$ cat config.mk
export PLATFORM = sky130hd
export DESIGN_NAME = usr_regs
export DESIGN_NICKNAME = d
export VERILOG_FILES = /design/src/rtl/usr_baud_gen.v /design/src/rtl/usr_bit_timer.v /design/src/rtl/usr_regs.v
export VERILOG_INCLUDE_DIRS = /design/src /design/src/shared
export SDC_FILE = /design/constraint.sdc
export NUM_CORES = 1
export LEC_CHECK = 0
export ABC_CLOCK_PERIOD_IN_PS = 4500
export BUFFER_PORTS_ARGS = -buffer_cell sky130_fd_sc_hd__buf_2
export CAP_MARGIN = 20
export CORE_UTILIZATION = 62
export CTS_CLUSTER_SIZE = 14
export DETAILED_ROUTE_END_ITERATION = 7
export PLACE_DENSITY = 0.82
export SKIP_CTS_REPAIR_TIMING = 1
export SYNTH_ARGS = -nofsm -noshare
export SYNTH_HDL_FRONTEND = slang
export SYNTH_SLANG_ARGS = --single-unit
$ cat constraint.sdc
create_clock -name clock -period 4.5 [get_ports clock]
set_clock_uncertainty 0.05 [all_clocks]
set_input_delay 0.675 -clock clock [delete_from_list [all_inputs] [get_ports clock]]
set_output_delay 0.675 -clock clock [all_outputs]
set_load 0.05 [all_outputs]
$ cat src/shared/usr_defs.vh
`ifndef USR_DEFS_VH
`define USR_DEFS_VH
// register byte offsets
`define USR_OFS_RX_HOLDING 8'h18
`define USR_OFS_TX_HOLDING 8'h1C
`define USR_OFS_BAUD_DIVIDER 8'h20
`define USR_OFS_RX_IDLE_LIMIT 8'h24
`define USR_OFS_TX_GAP 8'h28
`define USR_OFS_LIN_CONFIG 8'h54
`define USR_OFS_LIN_IDENT 8'h58
`define USR_OFS_WRITE_GUARD 8'hE4
// field layout
`define USR_CHAR_W 9
`define USR_DIVISOR_W 16
`define USR_FRACTION_LSB 16
`define USR_FRACTION_W 3
`define USR_IDLE_LIMIT_W 17
`define USR_GAP_W 8
`define USR_LINCFG_W 17
`define USR_LINCFG_DMA_BIT 16
`define USR_LIN_ROLE_LSB 0
`define USR_LIN_PARITY_OFF_BIT 2
`define USR_LIN_CHECKSUM_OFF_BIT 3
`define USR_LIN_CHECKSUM_KIND_BIT 4
`define USR_LIN_LEN_SRC_BIT 5
`define USR_LIN_SLOT_OFF_BIT 6
`define USR_LIN_WAKE_KIND_BIT 7
`define USR_LIN_COUNT_LSB 8
`define USR_IDENT_W 8
`define USR_GUARD_KEY 24'h555341
`define USR_GUARD_KEY_LSB 8
// reset values
`define USR_RESET_WORD 32'h00000000
// samples per bit in each timing mode
`define USR_SAMPLES_NORMAL 5'h10
`define USR_SAMPLES_OVER 5'h08
`define USR_SAMPLES_SYNC 5'h01
// node response roles
`define USR_ROLE_PUBLISH 2'h0
`define USR_ROLE_SUBSCRIBE 2'h1
`define USR_ROLE_IGNORE 2'h2
`endif

$ cat src/rtl/usr_baud_gen.v
`timescale 1ns/1ns
`include "usr_defs.vh"
module usr_baud_gen #(
  parameter DIV_W = 16
) (
  input wire clock,
  input wire reset_n,
  input wire ce,
  input wire [DIV_W-1:0] divisor,
  input wire [2:0] fraction,
  input wire [4:0] samplesPerBit,
  output reg sampleTick,
  output reg bitTick
);
  reg [DIV_W-1:0] clkCnt_q;
  reg [2:0] fracAcc_q;
  reg extraCycle_q;
  reg [4:0] sampleCnt_q;
  wire [3:0] fracSum = {1'b0, fracAcc_q} + {1'b0, fraction};
  wire periodEnd = (clkCnt_q == divisor - 1'b1) && !extraCycle_q;

  // divisor count, then one extra cycle whenever eighths overflow
  always @(posedge clock or negedge reset_n) begin
    if (!reset_n) begin
      clkCnt_q <= {DIV_W{1'b0}};
      fracAcc_q <= 3'h0;
      extraCycle_q <= 1'b0;
      sampleTick <= 1'b0;
      sampleCnt_q <= 5'h00;
      bitTick <= 1'b0;
    end else if (ce) begin
      sampleTick <= 1'b0;
      bitTick <= 1'b0;
      if (divisor == {DIV_W{1'b0}}) begin
        clkCnt_q <= {DIV_W{1'b0}};
        extraCycle_q <= 1'b0;
        sampleCnt_q <= 5'h00;
      end else if (extraCycle_q) begin
        extraCycle_q <= 1'b0;
        sampleTick <= 1'b1;
      end else if (periodEnd) begin
        clkCnt_q <= {DIV_W{1'b0}};
        fracAcc_q <= fracSum[2:0];
        if (fracSum[3])
          extraCycle_q <= 1'b1;
        else
          sampleTick <= 1'b1;
      end else begin
        clkCnt_q <= clkCnt_q + 1'b1;
      end
      // bit period is samplesPerBit sample periods
      if (sampleTick) begin
        if (sampleCnt_q >= samplesPerBit - 1'b1) begin
          sampleCnt_q <= 5'h00;
          bitTick <= 1'b1;
        end else begin
          sampleCnt_q <= sampleCnt_q + 1'b1;
        end
      end
    end
  end
endmodule

$ cat src/rtl/usr_bit_timer.v
`timescale 1ns/1ns
module usr_bit_timer #(
  parameter W = 8
) (
  input wire clock,
  input wire reset_n,
  input wire ce,
  input wire start,
  input wire [W-1:0] limit,
  input wire bitTick,
  output reg running,
  output reg expire
);
  reg [W-1:0] left_q;

  // counts limit bit periods; a zero limit never starts
  always @(posedge clock or negedge reset_n) begin
    if (!reset_n) begin
      left_q <= {W{1'b0}};
      running <= 1'b0;
      expire <= 1'b0;
    end else if (ce) begin
      expire <= 1'b0;
      if (start) begin
        left_q <= limit;
        running <= (limit != {W{1'b0}});
      end else if (running && bitTick) begin
        left_q <= left_q - 1'b1;
        if (left_q == {{(W-1){1'b0}}, 1'b1}) begin
          running <= 1'b0;
          expire <= 1'b1;
        end
      end
    end
  end
endmodule

$ cat src/rtl/usr_regs.v
// Overview of operation
// - tx_holding write holds the next character while transmit flag low.
// - baud, idle limit and gap writes ignored while write guard on.
// - fraction step zero disables; 1..7 adds that many eighths.
// - divisor zero stops the baud clock entirely.
// - async normal mode bit rate is clock / 16 / divisor.
// - async oversampling mode bit rate is clock / 8 / divisor.
// - sync or SPI mode bit rate is clock / divisor.
// - idle limit zero keeps receiver time-out disabled.
// - idle limit 1..131071 times out after that many bit periods.
// - gap count zero inserts no idle time between characters.
// - gap count 1..255 waits that many bit periods between characters.
// - with DMA bit set, lin_config other bits load from DMA.
// - length source zero gives byte count field plus one bytes.
// - wake command sends 2.0 style if kind zero, 1.3 if one.
// - slot timing active when its off bit is zero.
// - length source one takes length from ident bits 5 and 4.
// - checksum kind zero is enhanced, one is classic.
// - checksum off clear computes and checks checksum; set skips both.
// - parity off clear sends and checks ident parity; set skips both.
// - node role 0 transmit, 1 receive, 2 neither, 3 reserved.
// - ident writable in master mode, shows received ident in slave.
//
// Implementation choice: the Avalon-MM interface to the registers.
`timescale 1ns/1ns
`include "usr_defs.vh"
module usr_regs #(
  parameter DIV_W = `USR_DIVISOR_W,
  parameter IDLE_W = `USR_IDLE_LIMIT_W,
  parameter GAP_W = `USR_GAP_W
) (
  input wire clock,
  input wire reset_n,
  input wire ce,
  // avalon-mm slave
  input wire [7:0] address,
  input wire read,
  input wire write,
  input wire [31:0] writedata,
  output reg [31:0] readdata,
  output reg waitrequest,
  // mode straps from the mode register
  input wire syncMode,
  input wire overSample,
  input wire linMaster,
  // character path
  input wire rxCharValid,
  input wire [8:0] rxChar,
  input wire txCharTaken,
  input wire txCharDone,
  input wire rxStartTimeout,
  output reg [8:0] charToSend,
  output reg transmitFreeFlag,
  // timing
  output reg baudSample,
  output reg baudBit,
  output reg rxIdleTimedOut,
  output reg txGapHold,
  // lin side
  input wire linIdentValid,
  input wire [7:0] linIdentIn,
  input wire linDmaValid,
  input wire [15:0] linDmaData,
  input wire sendWakeCmd,
  output reg [7:0] linIdentOut,
  output reg [8:0] respByteCount,
  output reg wakeV20,
  output reg wakeV13,
  output reg slotTimingOn,
  output reg checksumEnhanced,
  output reg checksumOn,
  output reg parityOn,
  output reg respTransmit,
  output reg respReceive,
  output reg guardOn
);
  reg [8:0] rxHolding_q;
  reg [DIV_W-1:0] divisor_q;
  reg [2:0] fraction_q;
  reg [IDLE_W-1:0] idleLimit_q;
  reg [GAP_W-1:0] gapCount_q;
  reg [`USR_LINCFG_W-1:0] linCfg_q;
  reg [7:0] ident_q;
  reg [31:0] readWord_d;
  reg [4:0] samplesPerBit_d;
  reg [8:0] respLen_d;
  wire busWrite = write && !waitrequest;
  wire guardKeyOk =
    (writedata[31:`USR_GUARD_KEY_LSB] == `USR_GUARD_KEY);
  wire sampleTick;
  wire bitTick;
  wire idleExpire;
  wire gapRunning;
  wire dmaMode = linCfg_q[`USR_LINCFG_DMA_BIT];
  wire [1:0] role = linCfg_q[`USR_LIN_ROLE_LSB+1:`USR_LIN_ROLE_LSB];

  // bus answers one cycle after the request is seen, for one cycle
  always @(posedge clock or negedge reset_n) begin
    if (!reset_n) begin
      waitrequest <= 1'b1;
      readdata <= `USR_RESET_WORD;
    end else if (ce) begin
      if (waitrequest && (read || write)) begin
        waitrequest <= 1'b0;
        readdata <= read ? readWord_d : `USR_RESET_WORD;
      end else begin
        waitrequest <= 1'b1;
      end
    end
  end

  // read decode; unmapped and write-only offsets read zero
  always @* begin
    readWord_d = `USR_RESET_WORD;
    if (address == `USR_OFS_RX_HOLDING)
      readWord_d[8:0] = rxHolding_q;
    else if (address == `USR_OFS_BAUD_DIVIDER) begin
      readWord_d[DIV_W-1:0] = divisor_q;
      readWord_d[`USR_FRACTION_LSB+2:`USR_FRACTION_LSB] = fraction_q;
    end else if (address == `USR_OFS_RX_IDLE_LIMIT)
      readWord_d[IDLE_W-1:0] = idleLimit_q;
    else if (address == `USR_OFS_TX_GAP)
      readWord_d[GAP_W-1:0] = gapCount_q;
    else if (address == `USR_OFS_LIN_CONFIG)
      readWord_d[`USR_LINCFG_W-1:0] = linCfg_q;
    else if (address == `USR_OFS_LIN_IDENT)
      readWord_d[7:0] = ident_q;
    else if (address == `USR_OFS_WRITE_GUARD)
      readWord_d[0] = guardOn;
  end

  // write guard: enable bit moves only with the key in the same word
  always @(posedge clock or negedge reset_n) begin
    if (!reset_n) begin
      guardOn <= 1'b0;
    end else if (ce) begin
      if (busWrite && address == `USR_OFS_WRITE_GUARD && guardKeyOk)
        guardOn <= writedata[0];
    end
  end

  // protected timing registers
  always @(posedge clock or negedge reset_n) begin
    if (!reset_n) begin
      divisor_q <= {DIV_W{1'b0}};
      fraction_q <= 3'h0;
      idleLimit_q <= {IDLE_W{1'b0}};
      gapCount_q <= {GAP_W{1'b0}};
    end else if (ce && busWrite && !guardOn) begin
      if (address == `USR_OFS_BAUD_DIVIDER) begin
        divisor_q <= writedata[DIV_W-1:0];
        fraction_q <=
          writedata[`USR_FRACTION_LSB+2:`USR_FRACTION_LSB];
      end else if (address == `USR_OFS_RX_IDLE_LIMIT) begin
        idleLimit_q <= writedata[IDLE_W-1:0];
      end else if (address == `USR_OFS_TX_GAP) begin
        gapCount_q <= writedata[GAP_W-1:0];
      end
    end
  end

  // holding registers; a new character wins over the shifter taking one
  always @(posedge clock or negedge reset_n) begin
    if (!reset_n) begin
      rxHolding_q <= 9'h000;
      charToSend <= 9'h000;
      transmitFreeFlag <= 1'b1;
    end else if (ce) begin
      if (rxCharValid)
        rxHolding_q <= rxChar;
      if (busWrite && address == `USR_OFS_TX_HOLDING) begin
        charToSend <= writedata[8:0];
        transmitFreeFlag <= 1'b0;
      end else if (txCharTaken) begin
        transmitFreeFlag <= 1'b1;
      end
    end
  end

  // lin config: software owns it unless dma mode hands it to dma
  always @(posedge clock or negedge reset_n) begin
    if (!reset_n) begin
      linCfg_q <= {`USR_LINCFG_W{1'b0}};
    end else if (ce) begin
      if (busWrite && address == `USR_OFS_LIN_CONFIG) begin
        linCfg_q[`USR_LINCFG_DMA_BIT] <=
          writedata[`USR_LINCFG_DMA_BIT];
        if (!dmaMode)
          linCfg_q[15:0] <= writedata[15:0];
      end else if (dmaMode && linDmaValid) begin
        linCfg_q[15:0] <= linDmaData;
      end
    end
  end

  // ident: software in master mode, receiver in slave mode
  always @(posedge clock or negedge reset_n) begin
    if (!reset_n) begin
      ident_q <= 8'h00;
    end else if (ce) begin
      if (linMaster) begin
        if (busWrite && address == `USR_OFS_LIN_IDENT)
          ident_q <= writedata[7:0];
      end else if (linIdentValid) begin
        ident_q <= linIdentIn;
      end
    end
  end

  // samples per bit from the timing mode
  always @* begin
    if (syncMode)
      samplesPerBit_d = `USR_SAMPLES_SYNC;
    else if (overSample)
      samplesPerBit_d = `USR_SAMPLES_OVER;
    else
      samplesPerBit_d = `USR_SAMPLES_NORMAL;
  end

  usr_baud_gen #(
    .DIV_W(DIV_W)
  ) baudGen (
    .clock(clock),
    .reset_n(reset_n),
    .ce(ce),
    .divisor(divisor_q),
    .fraction(fraction_q),
    .samplesPerBit(samplesPerBit_d),
    .sampleTick(sampleTick),
    .bitTick(bitTick)
  );

  // idle time-out restarts on command or on each received character
  usr_bit_timer #(
    .W(IDLE_W)
  ) idleTimer (
    .clock(clock),
    .reset_n(reset_n),
    .ce(ce),
    .start(rxStartTimeout || rxCharValid),
    .limit(idleLimit_q),
    .bitTick(bitTick),
    .running(),
    .expire(idleExpire)
  );

  // guard time opens after each finished character
  usr_bit_timer #(
    .W(GAP_W)
  ) gapTimer (
    .clock(clock),
    .reset_n(reset_n),
    .ce(ce),
    .start(txCharDone),
    .limit(gapCount_q),
    .bitTick(bitTick),
    .running(gapRunning),
    .expire()
  );

  // response length: count field, or ident bits 5:4 in the older scheme
  always @* begin
    if (linCfg_q[`USR_LIN_LEN_SRC_BIT]) begin
      case (ident_q[5:4])
        2'h2: respLen_d = 9'h004;
        2'h3: respLen_d = 9'h008;
        default: respLen_d = 9'h002;
      endcase
    end else begin
      respLen_d = {1'b0, linCfg_q[15:8]} + 9'h001;
    end
  end

  // registered status and lin controls toward the framing logic
  always @(posedge clock or negedge reset_n) begin
    if (!reset_n) begin
      baudSample <= 1'b0;
      baudBit <= 1'b0;
      rxIdleTimedOut <= 1'b0;
      txGapHold <= 1'b0;
      linIdentOut <= 8'h00;
      respByteCount <= 9'h000;
      wakeV20 <= 1'b0;
      wakeV13 <= 1'b0;
      slotTimingOn <= 1'b0;
      checksumEnhanced <= 1'b0;
      checksumOn <= 1'b0;
      parityOn <= 1'b0;
      respTransmit <= 1'b0;
      respReceive <= 1'b0;
    end else if (ce) begin
      baudSample <= sampleTick;
      baudBit <= bitTick;
      // expiry sets even in the cycle a restart clears it
      if (idleExpire && idleLimit_q != {IDLE_W{1'b0}})
        rxIdleTimedOut <= 1'b1;
      else if (rxStartTimeout || idleLimit_q == {IDLE_W{1'b0}})
        rxIdleTimedOut <= 1'b0;
      txGapHold <= gapRunning;
      linIdentOut <= ident_q;
      respByteCount <= respLen_d;
      wakeV20 <= sendWakeCmd &&
        !linCfg_q[`USR_LIN_WAKE_KIND_BIT];
      wakeV13 <= sendWakeCmd &&
        linCfg_q[`USR_LIN_WAKE_KIND_BIT];
      slotTimingOn <= !linCfg_q[`USR_LIN_SLOT_OFF_BIT];
      checksumEnhanced <=
        !linCfg_q[`USR_LIN_CHECKSUM_KIND_BIT];
      checksumOn <= !linCfg_q[`USR_LIN_CHECKSUM_OFF_BIT];
      parityOn <= !linCfg_q[`USR_LIN_PARITY_OFF_BIT];
      // reserved role 3 acts as ignore so the line stays quiet
      respTransmit <= (role == `USR_ROLE_PUBLISH);
      respReceive <= (role == `USR_ROLE_SUBSCRIBE);
    end
  end
endmodule

==> results of run 1 <==
-- where the power goes --
part	switching [mW]	total (mW)	internal [mW]	leakage, nW
logic	0.521	0.794	0.272	2.72
clock network	0.683	1.63	0.950	0.299
registers	0.153	2.02	1.87	2.54
total	1.36	4.45	3.09	5.56
-- path summary, 6_finish.rpt --
path,start,to,slack (ns),cells after the start
setup / recovery,divisor_q[0],baudGen.clkCnt_q[7],0.96,9
hold / removal,reset_n,baudGen.clkCnt_q[8],0.31,1
setup reg to reg,divisor_q[0],baudGen.clkCnt_q[7],0.96,9
hold reg to reg,readdata[11],readdata[11],0.44,2
max in group asynchronous,reset_n,gapCount_q[5],3.11,2
min in group clock,sendWakeCmd,wakeV20,0.42,2
-- cell families (layout without fill, tap and decap cells) --
group           count (synthesis)  in the layout
flops                         193            193
mux                           135            135
xor+xnor                       27             27
fa+ha+maj                      16             16
simple gates                  295            295
compound gates                270            270
other cells                     1             14
buf+inv                        95            224
-- cell type report --
type / count / area [sq um] / area share, %
repair buffers: 163 / 860 / 7.23
flip-flops and latches: 193 / 4830 / 40.7
clock inverters: 12 / 181 / 1.53
clock buffers: 20 / 447 / 3.76
diodes: 1 / 2.50 / 0.0211
inverters: 29 / 109 / 0.916
multi-input cells: 756 / 5180 / 43.6
well taps: 216 / 270 / 2.27
-- metal layers --
layer | routed length [microns] | GRT usage (%) | vias up
met5 | 13 | 0 | -
met4 | 1020 | 13.5 | 2
met3 | 2630 | 7.18 | 93
met2 | 13300 | 53.0 | 512
met1 | 12200 | 48.8 | 4352
li1 | - | - | 4058
-- cells in the final DEF (no fill, tap or decap), types with 5 or more instances in the layout --
| master | netlist | layout |
|---|---|---|
| sky130_fd_sc_hd__o21ai_1 | 9 | 9 |
| sky130_fd_sc_hd__o41ai_1 | 5 | 5 |
| sky130_fd_sc_hd__a221oi_1 | 7 | 7 |
| sky130_fd_sc_hd__and2_1 | 5 | 5 |
| sky130_fd_sc_hd__or2_2 | 6 | 6 |
| sky130_fd_sc_hd__nor3_1 | 22 | 22 |
| sky130_fd_sc_hd__nor2b_1 | 5 | 5 |
| sky130_fd_sc_hd__a22oi_1 | 10 | 10 |
| sky130_fd_sc_hd__a31oi_1 | 15 | 15 |
| sky130_fd_sc_hd__mux2i_1 | 32 | 32 |
| sky130_fd_sc_hd__a22o_1 | 6 | 6 |
| sky130_fd_sc_hd__nor4_1 | 16 | 16 |
| sky130_fd_sc_hd__xnor2_1 | 15 | 15 |
| sky130_fd_sc_hd__a211oi_1 | 14 | 14 |
| sky130_fd_sc_hd__ha_1 | 15 | 15 |
| sky130_fd_sc_hd__a21oi_1 | 57 | 57 |
| sky130_fd_sc_hd__nand2b_1 | 7 | 7 |
| sky130_fd_sc_hd__or4_1 | 6 | 6 |
| sky130_fd_sc_hd__or3_1 | 9 | 9 |
| sky130_fd_sc_hd__buf_2 | 7 | 146 |
| sky130_fd_sc_hd__a21o_1 | 8 | 8 |
| sky130_fd_sc_hd__nor2_1 | 65 | 65 |
| sky130_fd_sc_hd__nand4_1 | 11 | 11 |
| sky130_fd_sc_hd__o2bb2ai_1 | 6 | 6 |
| sky130_fd_sc_hd__nand3_1 | 36 | 36 |
| sky130_fd_sc_hd__o211ai_1 | 5 | 5 |
| sky130_fd_sc_hd__nand2_1 | 78 | 78 |
| sky130_fd_sc_hd__clkbuf_16 | 0 | 17 |
| sky130_fd_sc_hd__and3_1 | 7 | 7 |
| sky130_fd_sc_hd__o21ai_0 | 86 | 86 |
| sky130_fd_sc_hd__inv_1 | 28 | 28 |
| sky130_fd_sc_hd__conb_1 | 1 | 13 |
| sky130_fd_sc_hd__mux2_2 | 101 | 101 |
| sky130_fd_sc_hd__a32o_1 | 5 | 5 |
| sky130_fd_sc_hd__buf_4 | 14 | 14 |
| sky130_fd_sc_hd__dfrtp_1 | 191 | 191 |
| sky130_fd_sc_hd__xor2_1 | 12 | 12 |
-- metrics by stage --
| stage | utilization [%] | setup WS (ns) |
|---|---|---|
| 6_report | 73.8 | 0.965 |
| 5_1_grt | 73.8 | 0.676 |
| 4_1_cts | 73.7 | 1.05 |
| 3_5_place_dp | 69.8 | 1.00 |
| 3_3_place_gp | 69.8 | 1.06 |
| 2_1_floorplan | - | 1.54 |
-- registers in the layout, summed over array words and instances, names as in the netlist, 3 cells and up --
signal	cells
baudGen.clkCnt_q	16
linCfg_q	17
idleTimer.left_q	17
readdata	19
respByteCount	9
ident_q	8
baudGen.sampleCnt_q	5
fraction_q	3
divisor_q	16
baudGen.fracAcc_q	3
idleLimit_q	17
charToSend	9
gapCount_q	8
linIdentOut	8
rxHolding_q	9
gapTimer.left_q	8
-- worst max-delay path: stages (launching register included) --
cell	delay, ns
sky130_fd_sc_hd__dfrtp_1	0.43
sky130_fd_sc_hd__inv_1	0.09
sky130_fd_sc_hd__ha_1	0.35
sky130_fd_sc_hd__or4b_1	0.57
sky130_fd_sc_hd__o21ai_0	0.25
sky130_fd_sc_hd__mux2i_1	0.12
sky130_fd_sc_hd__a32oi_2	0.56
sky130_fd_sc_hd__nand3_2	0.28
sky130_fd_sc_hd__nor2_2	0.55
sky130_fd_sc_hd__o21ai_1	0.15
==> out/results.txt, run 1 <==
The biggest area consumer among synthesized cells is sky130_fd_sc_hd__dfrtp_1. The post-detailed-placement half-perimeter wirelength came out at 20.5 mm. The run gives 46.7 mm as the wire length of the first global-routing pass. The tools report the critical path endpoint category as a flop. In the synthesized netlist, the number of instances is 1,032.

The final-stage net count is 1,264, and the warning count from the yosys run is 0. Aggregate routed wire length: 29.1 mm. Subtracting the final worst setup slack from the clock period gives 3.54 ns.

Via count of the first global-routing pass: 8,567. At the worst endpoint, the required time is 4.74 ns. In this run the worst path has a maximum fanout of 13. The xor/xnor cell area share of the yosys netlist came out at 2.28%. Counting every sink on the clock net gives 193. The weighted congestion at the end of routability-driven global placement came out at 1.01. The setup TNS is 0 ns, and the number of pins with negative max-slew slack in the final report is 0. Across the run, the number of max-cap violations was 0.

TritonCTS built the clock tree. The number of remaining DRC errors was 0. Summing the areas of all compound-gate instances in the mapped netlist gives 16.5% of the synthesized area. Setup repair after global routing left no endpoint under its margin. For this configuration, the core starts out at a cell density of 64.5%. The share of the Yosys chip area taken by registers is 46.5%.

The fraction of the mapped netlist area in adder cells is 2.00%. The number of buffers inserted by port buffering is 147, and the TritonCTS buffer count is 17. IR analysis of the VDD net gives a maximum drop of 0.301 mV.

The die outline area was 0.0173 sq mm; the die extent in y was 131 microns. The post-synthesis register bit count is 193, and the cell area after synthesis is 0.0104 sq mm. In this run, the number of DRC markers left after iteration 0 of detailed routing was 1,122.

Entering global routing, the biggest net connects 106 pins. The number of distinct library cell variants in the gate-level netlist after synthesis was 76; the standard cell area after detailed placement was 0.0112 sq mm. The worst setup path category was flop to flop.

The share of cell area taken by muxes after synthesis came out at 14.2%. Yosys attributes the largest share of cell area to sky130_fd_sc_hd__dfrtp_1 (46%), sky130_fd_sc_hd__mux2_2 (11%), sky130_fd_sc_hd__o21ai_0 (4.1%), sky130_fd_sc_hd__mux2i_1 (3.1%), sky130_fd_sc_hd__nand2_1 (2.8%). The core outline area came out at 0.0161 sq mm. Count of non-filler cells in the finished layout: 1,390. After synthesis, the most frequently instantiated cells are sky130_fd_sc_hd__dfrtp_1 (191), sky130_fd_sc_hd__mux2_2 (101), sky130_fd_sc_hd__o21ai_0 (86). The flow ran to the end, and the final reports show no timing, DRC or antenna violations.

The clock input transition at the sequential cells of the worst setup and hold paths was 0.08 ns. The type of the worst min-delay path was input pin to asynchronous set/reset pin. The overall power consumption was 4.45 mW; the number of standard-cell rows in the floorplan was 46. Clock root buffer master: sky130_fd_sc_hd__clkbuf_16. Global routing consumed, over all layers together, 34.7% of the routing resources. Summed over all cells, the static leakage comes to 5.56 nW. Area overhead of the layout relative to synthesis: 14.4%.

Initial antenna violation count: 2. The layout has 1,176 filler cells. After synthesis, the largest family of logic cells by area is compound AO/OA/AOI/OAI gates.

At the pin with the least slew margin, the transition time is 0.985 ns. During I/O placement, the number of pins put on the boundary was 161. The longest clock path from root to sink contains 2 buffers. A synthesized cell averages 10.1 sq um. Setup violations remaining at the end of the flow were counted as 0. The via count normalized by instance count was 6.49. Counting flops with a built-in enable in the synthesized netlist gives 0. For this design the ratio of total power to cell area is 374 mW/mm^2.

The share of flip-flops with an asynchronous set or reset was 100%. For this run, the leading register cell type out of synthesis is sky130_fd_sc_hd__dfrtp_1. The total via count after detailed routing was 9,017.

The number of hold-slack violations in the final timing report was 0. The worst slack on hold paths is 0.305 ns, and the remaining global-route overflow is 0. The number of detailed-routing iterations run before antenna repair is 6. The detail route stage leaves a number of antenna-violating nets equal to 0. In the final routed layout, each cell accounts on average for 21.0 microns. Of the total synthesized cell area, the portion taken by AND, OR, NAND and NOR gates is 14.4%. The share of the clock period used by the worst path after layout works out to 78.6%. The later pin in the worst-skew pair is clocked with a latency of 0.44 ns. The post-route standard cell area excluding fillers came out at 0.0119 sq mm. For the critical path arrival, the log shows 3.78 ns. The share of the synthesized area in the top cell type works out to 46.0%. The fmax came out at 283 MHz. The tools report the kind of start point of the critical path as a flop. The H-tree was split into 4 levels. By instance count, the leading cell after synthesis is sky130_fd_sc_hd__dfrtp_1. For the tightest slew margin relative to the limit, the log shows 34.2%. In the final layout, the share of cells above drive strength 1 is 26.6%. The width of the die was 131 microns; the instance count after placement with tap cells included was 1,355.
(Power assumes the default switching activity.)
==> run 2: changes to the inputs <==
Settings changed: ABC_CLOCK_PERIOD_IN_PS 4500 to 3700, CORE_UTILIZATION 62 to 58, PLACE_DENSITY 0.82 to 0.77.
Clock period 4.5 ns to 3.7 ns, I/O delays scaled along.
==> run 2 against run 1 <==
Compared with the run above:
- wire length shrank 0.28%
- register-to-register slack lost 0.64 ns
- cell count grew 1.3%
- sequential power grew 22%
- largest cell class unchanged
- critical path type unchanged
- cell area grew 0.59%
- power grew 20%
- die area grew 6.8%
- first-iteration DRC count shrank 26%
- core utilization shrank 5.1 points
- critical path depth is the same
==> out/results.txt, run 2 (synthesized netlist as in run 1, its figures left out) <==
The tightest slew margin relative to the limit is 38.7% (+4.5 points), and the total buffers and inverters traversed by the critical path is 1 (unchanged). The worst endpoint required time is 3.95 ns (-0.79 ns). Leaving out fill and tap cells, the most frequent cells in the layout are sky130_fd_sc_hd__dfrtp_1 (191), sky130_fd_sc_hd__buf_2 (147), sky130_fd_sc_hd__mux2_2 (101). Traced cell by cell, the critical path runs through inv_1 > ha_1 > nor4b_4 > nand4_1 > xnor2_1 > nor4_1 > nand3_2 > nor2_2 > o21ai_1. The final-stage net count is 1,272 (+0.63%), and the routed length per placed instance is 20.6 microns (-1.6%). The number of remaining DRC errors was 0 (unchanged); the register area was 0.00483 sq mm (unchanged). The tools report the critical path endpoint category as a flop. The number of hold-slack violations in the final timing report came out at 0 (unchanged). The buffer depth of the longest clock path came out at 2 (unchanged).

For the largest net degree at the start of global routing, the log shows 89 (-16%). The logs give 3.62 ns (-0.16 ns) for the critical path arrival and 0.956 (-5.1%) for the weighted congestion at the end of routability-driven global placement. The share of layout cells above drive strength 1 is 27.2% (+0.58 points), and the power density normalized to cell area is 446 mW/mm^2 (+19%). Peak ir drop on the vdd network: 0.351 mV (+17%). The clock sink count was 193 (unchanged); the number of violations reported at the end of detailed-routing iteration 0 was 828 (-26%).

The tools report the wire length of the first global-routing pass as 45.5 mm (-2.7%). The clock input transition at the sequential cells of the worst setup and hold paths came out at 0.07 ns (about the same). For the global-route usage over all layers, the log shows 32.6% (-2.1 points).

The tools report the kind of start point of the critical path as a flop. The number of H-tree levels came out at 4 (unchanged). TritonCTS built the clock tree. The flip-flop count of the largest register after layout was 19 (unchanged).

The run gives 296 MHz (+4.7%) as the fmax. The TritonCTS buffer count was 17 (unchanged). The run finished with clean final reports. Largest fanout on the critical path: 13 (unchanged).

Setup repair after global routing left no endpoint under its margin. The tools report the clock root buffer master as sky130_fd_sc_hd__clkbuf_16. The width of the die was 136 microns (+3.3%); the instance count after placement with tap cells included was 1,373 (+1.3%).

The number of pins with negative max-slew slack in the final report is 0 (unchanged), and the number of fill cells is 1,352 (+15%). The actual transition at the worst max-transition pin came out at 0.918 ns (-0.0672 ns). The worst setup path is of the flop to flop kind.

The remaining antenna violation count came out at 0 (unchanged). The initial antenna violation count is 3 (+1). The starting utilization of the core area was 59.6% (-4.8 points). For the count of non-filler cells in the finished layout, the log shows 1,408 (+1.3%).

Compared with the post-synthesis result, the final layout area differs by 15.1%. The slowest stage of the critical path is the sky130_fd_sc_hd__nor2_2 cell. The run gives 0 (unchanged) as the remaining global-route overflow. The leading cell type in the layout, fill and taps excluded was sky130_fd_sc_hd__dfrtp_1.

The aggregate routed wire length is 29.1 mm (-0.28%), and the largest stage delay on the critical path is 0.56 ns (about the same). The tools report the post-detailed-placement half-perimeter wirelength as 20.8 mm (+1.3%). The tools report the top-level port count as 161 (unchanged). The area taken by multi-input logic gates is 0.00519 sq mm (+0.17%), and the time the worst path needs with I/O delays and setup is 3.38 ns (-0.157 ns). The worst hold path belongs to the class input pin to asynchronous set/reset pin.

For the number of setup violations in the final report, the log shows 0 (unchanged). The number of standard-cell rows in the floorplan was 48 (+4.3%); the setup slack on the worst flop-to-flop path was 0.32 ns (-0.64 ns). The insertion delay to the later sink of the worst-skew pair came out at 0.45 ns (about the same). The run gives 8,886 (-1.5%) as the total via count after detailed routing. The via count normalized by instance count came out at 6.31 (-2.7%).

The tools report the static power due to leakage as 5.60 nW (+0.72%). The logs give 0.0185 sq mm (+6.8%) for the die outline area and 0 ns (unchanged) for the setup TNS. The number of buffers inserted by port buffering works out to 147 (unchanged).

The count of max-cap constraint violations was 0 (unchanged); the number of detailed-routing iterations run before antenna repair was 7 (+1). The run gives 0.0174 sq mm (+8.1%) as the core outline area. The share of the clock period used by the worst path after layout works out to 91.3% (+13 points). Cell family with the largest share of critical-path delay: simple AND/OR/NAND/NOR gates.

The via count of the first global-routing pass was 8,371 (-2.3%). The register with the most flip-flops in the final layout is readdata. The die extent in y works out to 136 microns (+3.3%).
run 2: cell type report:
type | count | area share (%)
inverters | 29 | 0.910
multi-input cells | 756 | 43.4
repair buffers | 171 | 7.82
clock buffers | 18 | 3.59
diodes | 2 | 0.0419
well taps | 225 | 2.35
clock inverters | 14 | 1.43
flip-flops and latches | 193 | 40.4
run 2: path summary, 6_finish.rpt:
check,from,endpoint,cells past startpoint
worst min-delay path,reset_n,baudGen.bitTick,1
min in group clock,rxChar[7],rxHolding_q[7],2
worst max register to register,divisor_q[0],baudGen.clkCnt_q[3],9
worst min register to register,readdata[10],readdata[10],2
worst max-delay path,divisor_q[0],baudGen.clkCnt_q[3],9
max in group asynchronous,reset_n,transmitFreeFlag,2
run 2: through the flow:
step / worst slack (ns) / power [mW] / cell area, sq um / util [%] / hold WS, ns
2_1_floorplan: 0.855 / 3.10 / 10400 / - / 0.209
3_3_place_gp: 0.413 / 3.42 / 11300 / 65.1 / 0.411
3_5_place_dp: 0.283 / 3.44 / 11300 / 65.1 / 0.422
4_1_cts: 0.233 / 5.32 / 11900 / 68.5 / 0.121
5_1_grt: 0.0368 / 5.53 / 12000 / 68.6 / 0.131
6_report: 0.322 / 5.33 / 12000 / 68.6 / 0.0849
run 2: routing by layer:
| metal | up-vias | routed length [microns] | GRT usage (%) |
|---|---|---|---|
| li1 | 4061 | - | - |
| met1 | 4357 | 12500 | 45.9 |
| met2 | 407 | 13300 | 49.3 |
| met3 | 61 | 2370 | 6.75 |
| met4 | 0 | 888 | 13.1 |
| met5 | - | 0 | 0 |
run 2: report_power, final:
| group | internal, mW | total, mW | switching, mW |
|---|---|---|---|
| Clock | 1.02 | 1.91 | 0.888 |
| Combinational | 0.335 | 0.968 | 0.633 |
| Sequential | 2.27 | 2.46 | 0.188 |
| Total | 3.63 | 5.33 | 1.71 |
==> run 3: changes to the inputs <==
Settings changed: ABC_AREA set to 1.
==> run 3 against run 2 <==
Compared with the run above:
- combinational power is 15% lower
- clock power is 6% higher
- flip-flop and latch count stayed put
- critical endpoint is now baudGen.sampleCnt_q[1]
- largest power group unchanged
==> out/results.txt, run 3 <==
The tools report the die outline area as 0.0190 sq mm (+2.8%). Yosys attributes the largest share of cell area to sky130_fd_sc_hd__dfrtp_1 (45%), sky130_fd_sc_hd__nand2_1 (13%), sky130_fd_sc_hd__o21ai_0 (8.0%), sky130_fd_sc_hd__inv_1 (6.6%), sky130_fd_sc_hd__nor2_1 (3.5%). The area taken by multi-input logic gates was 0.00488 sq mm (-6.1%). Number of setup violations in the final report: 0 (unchanged). Die extent in y: 138 microns (+1.4%). For the number of standard-cell rows in the floorplan, the log shows 49 (+2.1%).

The synthesized design spends more area on one cell type than any other, namely sky130_fd_sc_hd__dfrtp_1. The wire length of the first global-routing pass is 48.4 mm (+6.5%), and the post-route standard cell area excluding fillers is 0.0122 sq mm (+2.1%). The largest stage delay on the critical path was 0.86 ns (+0.30 ns). The run gives 956 (+15%) as the number of violations reported at the end of detailed-routing iteration 0.

For the aggregate routed wire length, the log shows 30.8 mm (+6.1%). The type of the worst min-delay path was input pin to asynchronous set/reset pin. The number of hold-slack violations in the final timing report was 0 (unchanged); the global-route usage over all layers was 34.1% (+1.5 points).

The logs give 0.0116 sq mm (+2.1%) for the standard cell area after detailed placement and 9,361 (+12%) for the via count of the first global-routing pass. The actual transition at the worst max-transition pin came out at 1.08 ns (+0.160 ns). The most used flip-flop cell after synthesis is sky130_fd_sc_hd__dfrtp_1.

Number of H-tree levels: 4 (unchanged). The tools report the top-level port count as 161 (unchanged). The time the worst path needs with I/O delays and setup was 2.75 ns (-0.627 ns); the via count normalized by instance count was 5.71 (-9.5%). Proportion of power drawn by the clock network: 38.9% (+3.1 points). The number of antenna repair diodes came out at 0 (-2).

The clock input transition at the sequential cells of the worst setup and hold paths was 0.08 ns (about the same). Worst endpoint required time: 3.94 ns (about the same). The flip-flop count of the largest register after layout is 19 (unchanged).

Leading cell type in the layout, fill and taps excluded: sky130_fd_sc_hd__nand2_1. The routed length per placed instance was 17.4 microns (-16%); the TritonCTS buffer count was 17 (unchanged). The clock sink count is 193 (unchanged), and the core outline area is 0.0180 sq mm (+3.5%).

The tools report the kind of start point of the critical path as a flop. Switching share of power: 30.9% (-1.1 points). Setup repair after global routing left no endpoint under its margin. The number of fill cells was 1,553 (+15%); the number of enable-type register cells in the synthesized netlist was 0 (unchanged). The number of buffers inserted by port buffering came out at 147 (unchanged). The library cells used most frequently in the layout, excluding fill and tap cells, are sky130_fd_sc_hd__nand2_1 (357), sky130_fd_sc_hd__dfrtp_1 (191), sky130_fd_sc_hd__inv_1 (189).

The largest fanout on the critical path works out to 5 (-8). The run gives 51 (-33%) as the number of distinct library cell variants in the gate-level netlist after synthesis. For the initial antenna violation count, the log shows 0 (-3).

The final-stage net count is 1,636 (+29%). Total via count after detailed routing: 10.1k (+14%). The share of flip-flops with an asynchronous set or reset came out at 100% (unchanged). The worst setup path is captured at a flop. Clock root buffer master: sky130_fd_sc_hd__clkbuf_16. The power share of the combinational group came out at 15.9% (-2.2 points). Traced cell by cell, the critical path runs through inv_1 > ha_1 > nand2_4 > inv_1 > nand2_1 > nor2_1 > buf_4 > inv_1 > o21ai_0 > o21ai_0. The area growth from synthesis to layout is 14.2%. For the remaining antenna violation count, the log shows 0 (unchanged).

The setup TNS was 0 ns (unchanged). Gate count after technology mapping: 1,398 (+35%). The run gives 364 MHz (+23%) as the fmax. Ranked by flip-flop count, first place goes to readdata. The share of layout cells above drive strength 1 works out to 15.9% (-11 points).

The critical path is of the flop to flop type. The weighted congestion at the end of routability-driven global placement came out at 0.967 (+1.1%). The logs give 3.58 mW (-1.2%) for the cell internal power dissipation and 0.00483 sq mm (unchanged) for the register area.

The count of max-cap constraint violations came out at 0 (unchanged). The switching component of the power was 1.61 mW (-6.0%). The width of the die is 138 microns (+1.4%). The flow ran to the end, and the final reports show no timing, DRC or antenna violations. The static power due to leakage is 6.23 nW (+11%). The buffer depth of the longest clock path is 2 (unchanged), and the critical path arrival is 2.99 ns (-0.63 ns).

The most numerous cell type found on the critical path is sky130_fd_sc_hd__inv_1. The warning count from the yosys run is 0 (unchanged). The power density normalized to cell area is 425 mW/mm^2 (-4.7%), and the post-detailed-placement half-perimeter wirelength is 22.8 mm (+10%).

The number of pins with negative max-slew slack in the final report is 0 (unchanged). The post-synthesis register bit count was 193 (unchanged). The run gives 45.2% (-1.3 points) as the share of the yosys chip area belonging to registers. The cell with the largest stage delay on the worst path is sky130_fd_sc_hd__o21ai_0. After synthesis, the most frequently instantiated cells are sky130_fd_sc_hd__nand2_1 (357), sky130_fd_sc_hd__dfrtp_1 (191), sky130_fd_sc_hd__inv_1 (189).

The number of detailed-routing iterations run before antenna repair is 6 (-1), and the cell area after synthesis is 0.0107 sq mm (+2.9%). The tools report the tightest slew margin relative to the limit as 27.4% (-11 points). Among all cell types in the netlist, the one instantiated most often is sky130_fd_sc_hd__nand2_1. The logs give 82 (-7.9%) for the largest net degree at the start of global routing and 0 (unchanged) for the number of remaining DRC errors. The share of the synthesized area in the top cell type came out at 44.7% (-1.3 points).

The logs give 0 (unchanged) for the remaining global-route overflow and 45.2% (-0.8 points) for the relative contribution of sequential cells to total power. The share of the clock period used by the worst path after layout works out to 74.3% (-17 points). The peak ir drop on the vdd network is 0.329 mV (-6.2%), and the insertion delay to the later sink of the worst-skew pair is 0.45 ns (about the same). The starting utilization of the core area is 59.3% (-0.36 points). The per-instance average area after synthesis works out to 7.64 sq um (-24%). TritonCTS built the clock tree.
-- run 3: cell count changes after synthesis, moves of 16 or more --
cell                       delta
sky130_fd_sc_hd__a21oi_1     -16
sky130_fd_sc_hd__mux2_2      -92
sky130_fd_sc_hd__nand2_1    +279
sky130_fd_sc_hd__o21ai_0     +85
sky130_fd_sc_hd__mux2i_1     -32
sky130_fd_sc_hd__o22ai_1     +20
sky130_fd_sc_hd__nand3_1     +18
sky130_fd_sc_hd__o211ai_1    +20
sky130_fd_sc_hd__inv_1      +161
sky130_fd_sc_hd__nor2_1      +34
-- run 3: logic make-up after synthesis --
logic type,count (synthesis),synth area share [%]
AND/OR/NAND/NOR,593,24.1
adder cells (fa/ha/maj),16,1.94
AO/OA/AOI/OAI,301,15.6
other,1,0.0351
multiplexers,9,0.948
buffers and inverters,253,9.57
flip-flops,193,45.2
XOR/XNOR,32,2.62
-- run 3: stage by stage --
step | util [%] | power [mW] | hold WS (ns) | instances | setup slack, ns
after global placement | 64.2 | 3.18 | 0.402 | 1742 | 1.02
after floorplan | - | 2.92 | 0.209 | 1410 | 1.73
after CTS | 67.7 | 5.18 | 0.104 | 1774 | 0.921
after detailed placement | 64.2 | 3.20 | 0.408 | 1742 | 0.908
after global routing | 67.7 | 5.36 | 0.103 | 1774 | 0.734
final | 67.7 | 5.19 | 0.0557 | 1774 | 0.950
-- run 3: power by group through the flow --
| stage | clock [mW] | combinational, mW | sequential, mW |
|---|---|---|---|
| 2_1_floorplan | 0 | 0.396 | 2.52 |
| 3_5_place_dp | 0 | 0.818 | 2.38 |
| 4_1_cts | 2.01 | 0.822 | 2.34 |
| 3_3_place_gp | 0 | 0.800 | 2.38 |
| 5_1_grt | 2.09 | 0.909 | 2.36 |
| 6_report | 2.02 | 0.826 | 2.34 |
-- run 3: path summary, 6_finish.rpt --
| kind | cells after the start | slack, ns | from | to |
|---|---|---|---|---|
| setup / recovery | 10 | 0.95 | divisor_q[0] | baudGen.sampleCnt_q[1] |
| hold / removal | 1 | 0.06 | reset_n | baudBit |
| setup reg to reg | 10 | 0.95 | divisor_q[0] | baudGen.sampleCnt_q[1] |
| hold reg to reg | 2 | 0.42 | baudSample | baudSample |
| max in group asynchronous | 2 | 2.57 | reset_n | waitrequest |
| min in group clock | 2 | 0.29 | rxChar[5] | rxHolding_q[5] |
-- run 3: critical path, delay by kind of cell, from the launching register on --
family	cells	cell delay, ns
adder cells (fa/ha/maj)	1	0.29
AO/OA/AOI/OAI	2	1.04
flip-flops	1	0.44
AND/OR/NAND/NOR	3	0.29
buffers and inverters	4	0.49
-- run 3: area by class of cell --
| cell class | instances | area share [%] |
|---|---|---|
| multi-input combinational | 964 | 40.0 |
| sequential | 193 | 39.6 |
| timing repair buffer | 160 | 6.90 |
| inverter | 196 | 6.03 |
| clock buffer | 18 | 3.60 |
| tap | 229 | 2.35 |
| clock inverter | 14 | 1.59 |
-- run 3: routing by layer --
| layer | part of all wire (%) | vias to the layer above | track usage (%) |
|---|---|---|---|
| met4 | 2.4 | 0 | 11.2 |
| met2 | 46 | 554 | 53.9 |
| met1 | 42 | 4738 | 46.6 |
| li1 | - | 4781 | - |
| met5 | 0 | - | 0 |
| met3 | 9.7 | 62 | 7.25 |
